**src/rtl/fsw_pkg.sv**
```systemverilog
/*
 * fsw_pkg: constants, register map and types of the frequency control
 * block (shift keying, linear sweep, external frequency deviation).
 * Assumes a single 100 MHz clock; all frequencies are whole hertz,
 * the shift rate is in millihertz.
 */
package fsw_pkg;

    localparam logic [31:0] CLK_HZ         = 32'h05F5_E100;
    // rate accumulator wraps at one second expressed in mHz-cycles
    localparam logic [39:0] RATE_WRAP      = 40'h17_4876_E800;

    // register byte offsets
    localparam logic [7:0] OFS_CTRL    = 8'h00;
    localparam logic [7:0] OFS_CARRIER = 8'h04;
    localparam logic [7:0] OFS_HOP     = 8'h08;
    localparam logic [7:0] OFS_RATE    = 8'h0C;
    localparam logic [7:0] OFS_START   = 8'h10;
    localparam logic [7:0] OFS_STOP    = 8'h14;
    localparam logic [7:0] OFS_CENTER  = 8'h18;
    localparam logic [7:0] OFS_SPAN    = 8'h1C;
    localparam logic [7:0] OFS_MARKER  = 8'h20;
    localparam logic [7:0] OFS_SWTIME  = 8'h24;
    localparam logic [7:0] OFS_FMDEV   = 8'h28;
    localparam logic [7:0] OFS_STATUS  = 8'h2C;

    // frequency limits per carrier shape, hertz
    localparam logic [31:0] FMAX_FULL  = 32'h04C4_B400;
    localparam logic [31:0] FMAX_RAMP  = 32'h000F_4240;
    localparam logic [31:0] FMAX_ARB   = 32'h017D_7840;

    // values after reset
    localparam logic [31:0] RST_CARRIER = 32'h0000_03E8;
    localparam logic [31:0] RST_HOP     = 32'h0000_0064;
    localparam logic [31:0] RST_RATE    = 32'h0000_2710;
    localparam logic [31:0] RST_START   = 32'h0000_0064;
    localparam logic [31:0] RST_STOP    = 32'h0000_03E8;
    localparam logic [31:0] RST_MARKER  = 32'h0000_01F4;
    localparam logic [31:0] RST_FMDEV   = 32'h0000_0064;
    localparam logic [31:0] SWEEP_TIME_S = 32'h0000_0001;

    // shift rate bounds, millihertz
    localparam logic [31:0] RATE_MIN   = 32'h0000_0002;
    localparam logic [31:0] RATE_MAX   = 32'h05F5_E100;

    // sweep is cut into 2^SWEEP_LOG2 equal steps
    localparam int unsigned SWEEP_LOG2 = 10;
    localparam logic [10:0] SWEEP_LAST = 11'h400;
    localparam logic [10:0] SWEEP_MID  = 11'h200;

    typedef enum logic [2:0] {
        FSW_MODE_OFF, FSW_MODE_AM, FSW_MODE_FM, FSW_MODE_FSK,
        FSW_MODE_SWEEP, FSW_MODE_BURST
    } fsw_mode_t;

    typedef enum logic [2:0] {
        FSW_SHP_SINE, FSW_SHP_SQUARE, FSW_SHP_RAMP, FSW_SHP_ARB,
        FSW_SHP_PULSE, FSW_SHP_NOISE, FSW_SHP_DC
    } fsw_shape_t;

    // control register layout, low bits of the word
    typedef struct packed {
        logic       fmExt;
        logic       markerEn;
        logic       fskExt;
        fsw_shape_t shape;
        fsw_mode_t  mode;
    } fsw_ctrl_t;

    localparam fsw_ctrl_t RST_CTRL = '{fmExt: 1'b0, markerEn: 1'b0,
        fskExt: 1'b0, shape: FSW_SHP_SINE, mode: FSW_MODE_OFF};

    typedef struct packed {
        logic [7:0]  addr;
        logic [31:0] wdata;
        logic        wr;
        logic        rd;
    } fsw_req_t;

endpackage

```
**src/rtl/fsw_freq_ctrl.sv**
```systemverilog
/*
 * fsw_freq_ctrl: selects the output frequency word of the generator:
 * plain carrier, shift keying between carrier and hop frequency,
 * linear phase-continuous sweep with sync output, and carrier plus an
 * externally scaled deviation. Registers sit on a plain strobe port.
 * Assumes trigIn and modIn are synchronous-ish levels, the downstream
 * synthesizer keeps phase when its frequency word changes.
 */
// Chosen here: the register addresses and the address-and-strobe port.
`timescale 1ns/1ps

module fsw_freq_ctrl #(
    parameter logic [31:0] SWEEP_TIME_RST = 32'h05F5_E100
) (
    input  wire logic        clk,
    input  wire logic        nrst,
    input  wire logic [7:0]  regAddr,
    input  wire logic [31:0] regWdata,
    input  wire logic        regWr,
    input  wire logic        regRd,
    output logic      [31:0] regRdata,
    input  wire logic        trigIn,
    input  wire logic [11:0] modIn,
    output logic      [31:0] outFreq,
    output logic             syncOut,
    output logic             hopActive
);

    fsw_pkg::fsw_ctrl_t ctrl;
    fsw_pkg::fsw_req_t  req;
    logic [31:0] carrier;
    logic [31:0] hop;
    logic [31:0] shiftRate;
    logic [31:0] startFreq;
    logic [31:0] stopFreq;
    logic [31:0] marker;
    logic [31:0] sweepTime;
    logic [31:0] fmDev;
    logic        trigMeta;
    logic        trigSync;
    logic [39:0] rateAcc;
    logic        intSquare;
    logic [31:0] stepCnt;
    logic [10:0] pointIdx;

    assign req = '{addr: regAddr, wdata: regWdata, wr: regWr, rd: regRd};

    // frequency cap of the present shape
    function automatic logic [31:0] capOf(input fsw_pkg::fsw_shape_t s);
        logic [31:0] c;
        c = fsw_pkg::FMAX_FULL;
        if (s == fsw_pkg::FSW_SHP_RAMP) begin
            c = fsw_pkg::FMAX_RAMP;
        end else if (s == fsw_pkg::FSW_SHP_ARB) begin
            c = fsw_pkg::FMAX_ARB;
        end
        return c;
    endfunction

    // clip a signed value into 0..cap
    function automatic logic [31:0] clip(input logic signed [34:0] v,
                                         input logic [31:0] cap);
        logic [31:0] r;
        r = v[31:0];
        if (v < 35'sd0) begin
            r = 32'h0000_0000;
        end else if (v > $signed({3'b000, cap})) begin
            r = cap;
        end
        return r;
    endfunction

    wire logic [31:0] capNow = capOf(ctrl.shape);
    wire logic signed [34:0] wrVal = $signed({3'b000, req.wdata});

    // sweep limits, also viewed as center and span
    wire logic signed [34:0] startS = $signed({3'b000, startFreq});
    wire logic signed [34:0] stopS  = $signed({3'b000, stopFreq});
    wire logic signed [34:0] spanS  = stopS - startS;
    wire logic signed [34:0] centerS = (startS + stopS) >>> 1;
    wire logic signed [34:0] wrSpan = {{3{req.wdata[31]}}, req.wdata};
    // center write keeps span, span write keeps center
    wire logic signed [34:0] cenStart = wrVal - (spanS >>> 1);
    wire logic signed [34:0] cenStop  = cenStart + spanS;
    wire logic signed [34:0] spnStart = centerS - (wrSpan >>> 1);
    wire logic signed [34:0] spnStop  = spnStart + wrSpan;

    // control write: reject non-carrier shapes while keying
    wire fsw_pkg::fsw_ctrl_t wrCtrl = fsw_pkg::fsw_ctrl_t'(req.wdata[8:0]);
    wire logic badShape = (wrCtrl.shape == fsw_pkg::FSW_SHP_PULSE)
                        || (wrCtrl.shape == fsw_pkg::FSW_SHP_NOISE)
                        || (wrCtrl.shape == fsw_pkg::FSW_SHP_DC)
                        || (wrCtrl.shape > fsw_pkg::FSW_SHP_DC);
    wire logic keyWr = wrCtrl.mode == fsw_pkg::FSW_MODE_FSK;
    wire logic modeOk = wrCtrl.mode <= fsw_pkg::FSW_MODE_BURST;
    wire logic ctrlOk = modeOk && !(keyWr && badShape);

    wire logic [31:0] rateClip =
        (req.wdata < fsw_pkg::RATE_MIN) ? fsw_pkg::RATE_MIN :
        (req.wdata > fsw_pkg::RATE_MAX) ? fsw_pkg::RATE_MAX :
        req.wdata;

    wire logic wrCtrlHit   = req.wr && req.addr == fsw_pkg::OFS_CTRL;
    wire logic wrCarrier   = req.wr && req.addr == fsw_pkg::OFS_CARRIER;
    wire logic wrHop       = req.wr && req.addr == fsw_pkg::OFS_HOP;
    wire logic wrRate      = req.wr && req.addr == fsw_pkg::OFS_RATE;
    wire logic wrStart     = req.wr && req.addr == fsw_pkg::OFS_START;
    wire logic wrStop      = req.wr && req.addr == fsw_pkg::OFS_STOP;
    wire logic wrCenter    = req.wr && req.addr == fsw_pkg::OFS_CENTER;
    wire logic wrSpanHit   = req.wr && req.addr == fsw_pkg::OFS_SPAN;
    wire logic wrMarker    = req.wr && req.addr == fsw_pkg::OFS_MARKER;
    wire logic wrSwTime    = req.wr && req.addr == fsw_pkg::OFS_SWTIME;
    wire logic wrFmDev     = req.wr && req.addr == fsw_pkg::OFS_FMDEV;

    // one mode field: selecting any mode replaces the previous one
    always_ff @(posedge clk or negedge nrst) begin
        if (!nrst) begin
            ctrl <= fsw_pkg::RST_CTRL;
        end else if (wrCtrlHit && ctrlOk) begin
            ctrl <= wrCtrl;
        end
    end

    always_ff @(posedge clk or negedge nrst) begin
        if (!nrst) begin
            carrier <= fsw_pkg::RST_CARRIER;
            hop     <= fsw_pkg::RST_HOP;
        end else if (wrCarrier) begin
            carrier <= clip(wrVal, capNow);
        end else if (wrHop) begin
            hop <= clip(wrVal, capNow);
        end
    end

    always_ff @(posedge clk or negedge nrst) begin
        if (!nrst) begin
            shiftRate <= fsw_pkg::RST_RATE;
            marker    <= fsw_pkg::RST_MARKER;
            sweepTime <= SWEEP_TIME_RST;
            fmDev     <= fsw_pkg::RST_FMDEV;
        end else begin
            if (wrRate) begin
                shiftRate <= rateClip;
            end
            if (wrMarker) begin
                marker <= clip(wrVal, capNow);
            end
            if (wrSwTime) begin
                sweepTime <= req.wdata;
            end
            if (wrFmDev) begin
                fmDev <= req.wdata;
            end
        end
    end

    // sweep endpoints; center and span writes move both at once
    always_ff @(posedge clk or negedge nrst) begin
        if (!nrst) begin
            startFreq <= fsw_pkg::RST_START;
            stopFreq  <= fsw_pkg::RST_STOP;
        end else if (wrStart) begin
            startFreq <= clip(wrVal, capNow);
        end else if (wrStop) begin
            stopFreq <= clip(wrVal, capNow);
        end else if (wrCenter) begin
            startFreq <= clip(cenStart, capNow);
            stopFreq  <= clip(cenStop, capNow);
        end else if (wrSpanHit) begin
            startFreq <= clip(spnStart, capNow);
            stopFreq  <= clip(spnStop, capNow);
        end
    end

    // two-stage synchroniser; only trigSync is looked at
    always_ff @(posedge clk or negedge nrst) begin
        if (!nrst) begin
            trigMeta <= 1'b0;
            trigSync <= 1'b0;
        end else begin
            trigMeta <= trigIn;
            trigSync <= trigMeta;
        end
    end

    // internal keying: toggle twice per rate period, equal halves
    wire logic [39:0] rateStep = {7'h00, shiftRate, 1'b0};
    wire logic [39:0] rateSum  = rateAcc + rateStep;
    wire logic        rateWrap = rateSum >= fsw_pkg::RATE_WRAP;
    wire logic        keyRun   = ctrl.mode == fsw_pkg::FSW_MODE_FSK;

    always_ff @(posedge clk or negedge nrst) begin
        if (!nrst) begin
            rateAcc   <= 40'h00_0000_0000;
            intSquare <= 1'b0;
        end else if (!keyRun || ctrl.fskExt) begin
            rateAcc   <= 40'h00_0000_0000;
            intSquare <= 1'b0;
        end else if (rateWrap) begin
            rateAcc   <= rateSum - fsw_pkg::RATE_WRAP;
            intSquare <= !intSquare;
        end else begin
            rateAcc <= rateSum;
        end
    end

    // external level used straight, high selects hop
    wire logic selHop = ctrl.fskExt ? trigSync : intSquare;

    // sweep: fixed number of equal steps across the programmed time
    wire logic [31:0] stepLen0 = sweepTime >> fsw_pkg::SWEEP_LOG2;
    wire logic [31:0] stepLen  = (stepLen0 == 32'h0000_0000)
                               ? 32'h0000_0001 : stepLen0;
    wire logic sweepRun = ctrl.mode == fsw_pkg::FSW_MODE_SWEEP;
    wire logic stepDone = stepCnt >= stepLen - 32'h0000_0001;

    always_ff @(posedge clk or negedge nrst) begin
        if (!nrst) begin
            stepCnt  <= 32'h0000_0000;
            pointIdx <= 11'h000;
        end else if (!sweepRun) begin
            stepCnt  <= 32'h0000_0000;
            pointIdx <= 11'h000;
        end else if (stepDone) begin
            stepCnt  <= 32'h0000_0000;
            // after the stop point the sweep restarts at start
            pointIdx <= (pointIdx == fsw_pkg::SWEEP_LAST)
                      ? 11'h000 : pointIdx + 11'h001;
        end else begin
            stepCnt <= stepCnt + 32'h0000_0001;
        end
    end

    // signed span gives direction: start below stop rises
    wire logic signed [46:0] spanProd =
        spanS * $signed({1'b0, pointIdx});
    wire logic signed [34:0] sweepOfs =
        35'(spanProd >>> fsw_pkg::SWEEP_LOG2);
    wire logic signed [34:0] sweepS = startS + sweepOfs;
    wire logic [31:0] sweepFreq = sweepS[31:0];
    wire logic sweepUp = stopFreq >= startFreq;
    wire logic markReached = sweepUp ? (sweepFreq >= marker)
                                     : (sweepFreq <= marker);
    wire logic atStart = pointIdx == 11'h000;
    wire logic next_sync = !sweepRun ? 1'b0
                         : atStart ? 1'b1
                         : ctrl.markerEn ? !markReached
                         : (pointIdx < fsw_pkg::SWEEP_MID);

    // external fm: deviation times signed level, full scale 2048
    wire logic signed [44:0] devProd =
        $signed({1'b0, fmDev}) * $signed(modIn);
    wire logic signed [34:0] devOfs = 35'(devProd >>> 11);
    wire logic signed [34:0] fmS = $signed({3'b000, carrier}) + devOfs;

    wire logic fmExtRun = ctrl.mode == fsw_pkg::FSW_MODE_FM && ctrl.fmExt;
    wire logic next_hop = keyRun && selHop;
    // no extra cap on sweep points: they lie between clipped endpoints
    wire logic [31:0] next_freq =
        sweepRun ? sweepFreq
      : next_hop ? hop
      : fmExtRun ? clip(fmS, capNow)
      : carrier;

    always_ff @(posedge clk or negedge nrst) begin
        if (!nrst) begin
            outFreq   <= fsw_pkg::RST_CARRIER;
            syncOut   <= 1'b0;
            hopActive <= 1'b0;
        end else begin
            outFreq   <= next_freq;
            syncOut   <= next_sync;
            hopActive <= next_hop;
        end
    end

    // read mux; status shows live output state
    wire logic [31:0] statusWord = {18'h0_0000, pointIdx,
                                    intSquare, trigSync, hopActive};
    wire logic [31:0] spanWord = spanS[31:0];
    wire logic [31:0] centerWord = centerS[31:0];
    logic [31:0] next_rdata;

    always_comb begin
        next_rdata = 32'h0000_0000;
        unique case (req.addr)
            fsw_pkg::OFS_CTRL:    next_rdata = {23'h00_0000, ctrl};
            fsw_pkg::OFS_CARRIER: next_rdata = carrier;
            fsw_pkg::OFS_HOP:     next_rdata = hop;
            fsw_pkg::OFS_RATE:    next_rdata = shiftRate;
            fsw_pkg::OFS_START:   next_rdata = startFreq;
            fsw_pkg::OFS_STOP:    next_rdata = stopFreq;
            fsw_pkg::OFS_CENTER:  next_rdata = centerWord;
            fsw_pkg::OFS_SPAN:    next_rdata = spanWord;
            fsw_pkg::OFS_MARKER:  next_rdata = marker;
            fsw_pkg::OFS_SWTIME:  next_rdata = sweepTime;
            fsw_pkg::OFS_FMDEV:   next_rdata = fmDev;
            fsw_pkg::OFS_STATUS:  next_rdata = statusWord;
            default:              next_rdata = 32'h0000_0000;
        endcase
    end

    // read data valid only in the cycle after the strobe
    always_ff @(posedge clk or negedge nrst) begin
        if (!nrst) begin
            regRdata <= 32'h0000_0000;
        end else if (req.rd) begin
            regRdata <= next_rdata;
        end else begin
            regRdata <= 32'h0000_0000;
        end
    end

endmodule // fsw_freq_ctrl

```
**config.mk**
```make
export PLATFORM = sky130hd
export DESIGN_NAME = fsw_freq_ctrl
export DESIGN_NICKNAME = d
export VERILOG_FILES = /design/src/rtl/fsw_pkg.sv /design/src/rtl/fsw_freq_ctrl.sv
export SDC_FILE = /design/constraint.sdc
export NUM_CORES = 2
export LEC_CHECK = 0
export BUFFER_PORTS_ARGS = -buffer_cell sky130_fd_sc_hd__buf_4
export CAP_MARGIN = 10
export CORE_MARGIN = 2
export CORE_UTILIZATION = 46
export CTS_BUF_LIST = sky130_fd_sc_hd__clkbuf_4 sky130_fd_sc_hd__clkbuf_8
export DETAILED_ROUTE_END_ITERATION = 10
export PLACE_DENSITY_LB_ADDON = 0.3
export SYNTH_ARGS = -nofsm -noshare
export SYNTH_HDL_FRONTEND = slang
export SYNTH_SLANG_ARGS = --single-unit
```
**constraint.sdc**
```tcl
create_clock -name clk -period 13.05 [get_ports clk]
set_clock_uncertainty 0.05 [all_clocks]
set_input_delay 2.61 -clock clk [delete_from_list [all_inputs] [get_ports clk]]
set_output_delay 2.61 -clock clk [all_outputs]
set_load 0.03 [all_outputs]
```
## Yosys cells after proc, flatten, opt, wreduce, memory -nomap -nowiden

Cells that the tools add are included.

| storage, ports and cells | value |
|---|---|
| bits in registers | 417 |
| word-level logic and storage cells | 161 |
| output and inout bits | 66 |

| operators by class | value |
|---|---|
| $add $sub $neg | 13 |
| bitwise operators | 2 |
| multipliers | 2 |
| eq/ne operators | 23 |
| muxes and demuxes | 43 |
| reduce and logical (&&, ||, !) cells | 33 |
| $lt $le $gt $ge | 22 |

Operators by type and width:

| operator | number |
|---|---|
| $mux W32 | 28 |
| $pmux W32 S12 | 1 |
| $gt A35 B33 Y1 | 3 |
| $lt A35 B1 Y1 const B | 3 |
| $ge A32 B32 Y1 | 3 |
| $mux W40 | 2 |
| $gt A34 B33 Y1 | 2 |
| $lt A34 B1 Y1 const B | 2 |
| $mul A33 B12 Y45 | 1 |
| $mul A33 B12 Y42 | 1 |
| $add A40 B33 Y40 | 1 |
| $ge A40 B37 Y1 const B | 1 |
| $sub A40 B37 Y40 const B | 1 |
| $add A33 B34 Y35 | 1 |
| $add A34 B32 Y35 | 1 |
| $add A34 B33 Y35 | 1 |
| $sub A33 B31 Y34 | 1 |
| $sub A33 B32 Y34 | 1 |
| $add A32 B32 Y33 | 1 |
| $mux W11 | 3 |
| $sub A32 B32 Y33 | 1 |
| $add A32 B1 Y32 const B | 1 |
| $add A32 B32 Y32 | 1 |
| $eq A8 B5 Y1 const B | 4 |
| 31 further kinds | 73 |

## Longest topological paths before layout

| logic depth | value |
|---|---|
| depth in word-level cells | 10 |
| depth in mapped cells | 58 |
| gate-level depth less buffers | 57 |

## Least setup slack after synthesis

OpenSTA, ideal clock, no wires.

| timing | value |
|---|---|
| path type | input-to-reg |
| start point | input port modIn[10] |
| end point | register outFreq[17] |
| arrival time | 12.460 ns |
| setup slack | 0.408 ns |
| data required time | 12.869 ns |
| stages on the path | 43 |
| cells stage by stage | clkbuf_1 nand2_1 fa_1 fa_1 inv_1 fa_1 inv_1 fa_1 inv_1 fa_1 ha_1 and4_1 a21oi_1 o21ai_1 o211ai_1 nand2_1 a21oi_1 nor2b_1 (+7 left out) a21oi_1 a221o_1 a21oi_1 xnor2_1 ha_1 a211oi_1 o21ai_0 a211oi_1 nand4b_1 o31a_1 o211a_1 o311a_1 a2111oi_4 nand4_1 o311a_1 or4_4 o211ai_1 a21oi_2 |

| between the ends | value |
|---|---|
| longest elaborated chain between the ends | 8 |
| elaborated cells on any way between the ends | 9 |

Ends and longest elaborated chain:

| item | RTL line | RTL |
|---|---|---|
| start, declared | fsw_freq_ctrl.sv:23 | `input wire logic [11:0] modIn,` |
| $mul A33 B12 Y45 * | fsw_freq_ctrl.sv:252 | `$signed({1'b0, fmDev}) * $signed(modIn);` |
| $add A33 B34 Y35 * | fsw_freq_ctrl.sv:254 | `wire logic signed [34:0] fmS = $signed({3'b000, carrier}) + devOfs;` |
| $gt A35 B33 Y1 | fsw_freq_ctrl.sv:67 | `end else if (v > $signed({3'b000, cap})) begin` |
| $mux W32 | fsw_freq_ctrl.sv:67 |  |
| $mux W32 * | fsw_freq_ctrl.sv:65 | `if (v < 35'sd0) begin` |
| $mux W32 * | fsw_freq_ctrl.sv:262 | `: fmExtRun ? clip(fmS, capNow)` |
| $mux W32 * | fsw_freq_ctrl.sv:261 | `: next_hop ? hop` |
| $mux W32 * | fsw_freq_ctrl.sv:260 | `sweepRun ? sweepFreq` |
| via next_freq[17] | fsw_freq_ctrl.sv:259 | `wire logic [31:0] next_freq =` |
| end signal, assigned | fsw_freq_ctrl.sv:267 | `outFreq <= fsw_pkg::RST_CARRIER;` |
| end signal, assigned | fsw_freq_ctrl.sv:271 | `outFreq <= next_freq;` |
| end, declared | fsw_freq_ctrl.sv:24 | `output logic [31:0] outFreq,` |

Mark *: on every way through the listed nets, which the timed path passes. The rest lies on a longest branch.
A chain may end at the register's enable or synchronous reset.

## Worst setup path in the final report

| timing | value |
|---|---|
| start point | register stopFreq[0] |
| end point | register syncOut |

| between the ends | value |
|---|---|
| longest elaborated chain between the ends | 9 |
| elaborated cells on any way between the ends | 11 |

Ends and longest elaborated chain:

| item | RTL line | RTL |
|---|---|---|
| start, declared | fsw_freq_ctrl.sv:35 | `logic [31:0] stopFreq;` |
| start signal, assigned | fsw_freq_ctrl.sv:161 | `stopFreq <= fsw_pkg::RST_STOP;` |
| start signal, assigned | fsw_freq_ctrl.sv:165 | `stopFreq <= clip(wrVal, capNow);` |
| start signal, assigned | fsw_freq_ctrl.sv:168 | `stopFreq <= clip(cenStop, capNow);` |
| $sub A32 B32 Y33 | fsw_freq_ctrl.sv:79 | `wire logic signed [34:0] spanS = stopS - startS;` |
| $mul A33 B12 Y42 | fsw_freq_ctrl.sv:236 | `spanS * $signed({1'b0, pointIdx});` |
| $add A32 B32 Y32 | fsw_freq_ctrl.sv:239 | `wire logic signed [34:0] sweepS = startS + sweepOfs;` |
| $le A32 B32 Y1 / $ge A32 B32 Y1 (equally long branches) | fsw_freq_ctrl.sv:243, fsw_freq_ctrl.sv:242 |  |
| $mux W1 * | fsw_freq_ctrl.sv:242 | `wire logic markReached = sweepUp ? (sweepFreq >= marker)` |
| $logic_not A1 Y1 * | fsw_freq_ctrl.sv:247 | `: ctrl.markerEn ? !markReached` |
| $mux W1 * | fsw_freq_ctrl.sv:247 |  |
| $mux W1 * | fsw_freq_ctrl.sv:246 | `: atStart ? 1'b1` |
| $mux W1 * | fsw_freq_ctrl.sv:245 | `wire logic next_sync = !sweepRun ? 1'b0` |
| via next_sync | fsw_freq_ctrl.sv:245 |  |
| end signal, assigned | fsw_freq_ctrl.sv:272 | `syncOut <= next_sync;` |
| end, declared | fsw_freq_ctrl.sv:25 | `output logic syncOut,` |

Marked as above.

==> flow_summary.ini <==
[worst_setup_path]
criticalPathCategory = reg2reg
cp-end-kind = register
critical_path.max_stage_delay_ns = 0.72
cp_max_fo = 4
critical_path_arrival_ns = 13.11
slowest_stage = sky130_fd_sc_hd__xnor2_1
cp-start-kind = register
timing.critical_path.mode_cell = sky130_fd_sc_hd__fa_1
timing.critical_path.required_ns = 13.65

[drt]
drt_wl_cell_um = 24.2
detail_route.iter0.violations = 5365
ant_nets = 0
detail_route.wirelength_um = 229000
routed_via_density = 6.01
drt_drc_violations_left = 0
first_drt_pass_iteration_count = 8
vias = 56800

[yosys]
synthesis.nets = 8774
synth_area_per_cell_um2 = 8.35
synth.cell_area_mm2 = 0.0622
post_synth_inst_count = 7445
ys_ff_latch = 416
seq_area_frac_synth = 0.168
yosysWarningCount = 0
synth_async_sr_flop_share = 1.00
ys_dominant_reg_cell = sky130_fd_sc_hd__dfrtp_1
synth_cell_types = 95
synth-edff-count = 0

[clock_network]
cts_htree_levels = 3
ctsRootBufferMaster = sky130_fd_sc_hd__clkbuf_8
cts-hold-fix-buffers = 0
numCtsBuffers = 74
worst_setup_hold_path_clk_slew_ns = 0.07
tritoncts = done
ctsLongestPathBuffers = 3
clock-sinks = 416
insertion_delay_ns = 0.79

[global_routing]
global_route.usage.total = 0.331
first_global_vias = 57300
global_route_wire_length_before_repair_um = 346000
grt_max_degree = 158
grt_remaining_overflow = 0
antenna_found_initial = 11

[power]
design_power_total_w = 0.0110
p_leak_nw = 32.7
power_density_mw_per_mm2 = 162
vdd_drop_max_mv = 0.203

[timing]
fmax_mhz = 79.9
final_min_period_over_clock_period = 0.959
timing.slew.headroom = 0.104
report.final.slew_viol_count = 0
timing_worst_slew_pin_value_ns = 1.34
final.hold.worst_slack_ns = 0.308
setup_viol = 0
hold_violation_count_in_the_final_report = 0
finalWorstPathRequiredPeriod_ns = 12.52

[placed_design]
routabilityCongestion = 1.02
detailed_place_hpwl_um = 186000
port_buffers = 122

[floorplan]
ios = 123
std_cell_rows = 134
die_height_um = 372
fp.dieW_um = 372
die-area_mm2 = 0.138
core_area_mm2 = 0.134
initial_core_util = 0.465

[layout]
layout.cells.most_common = sky130_fd_sc_hd__inv_1
relative_area_change_from_synthesis_to_final_layout_pct = 9.75
nFillCells = 12800
most-common-layout-cells = 933 x sky130_fd_sc_hd__inv_1, 905 x sky130_fd_sc_hd__nand2_1, 665 x sky130_fd_sc_hd__ha_1
fin_nets = 8943
drive_above_1_share = 0.0975

[run_status]
outcome = finished clean

[flow_run]
cap_violations = 0

[min_path]
hp-class = reg2reg
[layer usage]
layer | GRT usage | part of all wire
met5 | 0.00175 | 0.00016
met4 | 0.176 | 0.062
met3 | 0.0610 | 0.090
met2 | 0.513 | 0.44
met1 | 0.438 | 0.41
[worst max-delay path, delay by kind of cell, from the launching register on]
| kind | cells | cell delay [ns] |
|---|---|---|
| DFF | 1 | 0.39 |
| and+or+nand+nor | 12 | 2.57 |
| xor gates and xnor gates | 3 | 1.12 |
| buffers and inverters | 6 | 0.44 |
| adders and majority gates | 10 | 4.12 |
| AOI/OAI and AO/OA | 18 | 3.72 |
[report_power, final]
group          switching [W]  internal, W
logic                0.00501      0.00314
registers           0.000123      0.00135
clock network       0.000635     0.000777
total                0.00577      0.00527
[cells in the mapped netlist, types with 80 or more instances]
master | number | share of area
sky130_fd_sc_hd__a21o_1 | 171 | 0.021
sky130_fd_sc_hd__a21oi_1 | 350 | 0.028
sky130_fd_sc_hd__a22oi_1 | 102 | 0.012
sky130_fd_sc_hd__and2_1 | 212 | 0.021
sky130_fd_sc_hd__clkbuf_1 | 313 | 0.019
sky130_fd_sc_hd__dfrtp_1 | 366 | 0.15
sky130_fd_sc_hd__fa_1 | 607 | 0.20
sky130_fd_sc_hd__ha_1 | 665 | 0.13
sky130_fd_sc_hd__inv_1 | 933 | 0.056
sky130_fd_sc_hd__nand2_1 | 908 | 0.055
sky130_fd_sc_hd__nand2b_1 | 97 | 0.0098
sky130_fd_sc_hd__nand3_1 | 115 | 0.0093
sky130_fd_sc_hd__nand4_1 | 80 | 0.0080
sky130_fd_sc_hd__nor2_1 | 473 | 0.029
sky130_fd_sc_hd__nor2b_1 | 83 | 0.0084
sky130_fd_sc_hd__nor3_1 | 119 | 0.0096
sky130_fd_sc_hd__o21a_1 | 101 | 0.012
sky130_fd_sc_hd__o21ai_0 | 385 | 0.031
sky130_fd_sc_hd__xnor2_1 | 281 | 0.040
sky130_fd_sc_hd__xor2_1 | 108 | 0.015
[kinds of logic (layout without fill, tap and decap cells)]
family	after synthesis	count (layout)	share of synthesized area
compound gates	1756	1756	0.189
xor+xnor	390	390	0.0552
fa+ha+maj	1272	1272	0.329
buf+inv	1269	1498	0.0771
flops	416	416	0.168
mux	41	41	0.00684
other cells	0	5	0
simple gates	2301	2301	0.174
[worst paths after layout]
path	startpoint	endpoint	slack (ns)	cells past startpoint
worst max-delay path	stopFreq[0]$_DFFE_PN0P_	syncOut$_DFF_PN0_	0.53	49
worst min-delay path	trigMeta$_DFF_PN0_	trigSync$_DFF_PN0_	0.31	0
worst max register to register	stopFreq[0]$_DFFE_PN0P_	syncOut$_DFF_PN0_	0.53	49
worst min register to register	trigMeta$_DFF_PN0_	trigSync$_DFF_PN0_	0.31	0
max in group asynchronous	nrst	startFreq[30]$_DFFE_PN0P_	8.88	3
min in group asynchronous	nrst	rateAcc[37]$_DFF_PN0_	1.79	1
[flip-flops by register name, indices dropped and copies added (netlist names), 9 cells and up]
| name | flops |
|---|---|
| stopFreq | 32 |
| pointIdx | 11 |
| regRdata | 32 |
| outFreq | 32 |
| shiftRate | 32 |
| sweepTime | 32 |
| ctrl | 9 |
| marker | 32 |
| stepCnt | 32 |
| fmDev | 32 |
| rateAcc | 39 |
| hop | 32 |
| carrier | 32 |
| startFreq | 32 |
[repair_timing]
item / 4_1_cts / 5_1_grt
gates resized for setup: 0 / 27
buffers inserted: 0 / 1
endpoints found under the setup margin: 0 / 26
[area by class of cell]
type | instances | area (um2) | area share
clock inverters | 20 | 226 | 0.00332
diodes | 5 | 12.5 | 0.000183
clock buffers | 116 | 1420 | 0.0208
inverters | 936 | 3510 | 0.0515
well taps | 1768 | 2210 | 0.0324
multi-input cells | 5760 | 47100 | 0.690
flip-flops and latches | 416 | 10500 | 0.154
repair buffers | 426 | 3270 | 0.0479
[metrics by stage]
| stage | instance area [um2] | instances | TNS (ns) | util | setup WS (ns) |
|---|---|---|---|---|---|
| finish | 68200 | 9447 | 0 | 0.510 | 0.533 |
| global route | 68200 | 9445 | -0.0632 | 0.510 | -0.0632 |
| CTS | 68100 | 9441 | 0 | 0.509 | 0.305 |
| detailed placement | 66500 | 9305 | -2.58 | 0.497 | -0.156 |
| global placement | 66500 | 9305 | -1.03 | 0.497 | -0.0873 |
| floorplan | 62200 | 7445 | 0 | - | 0.408 |
No activity file was read; power rests on OpenSTA's default activity.
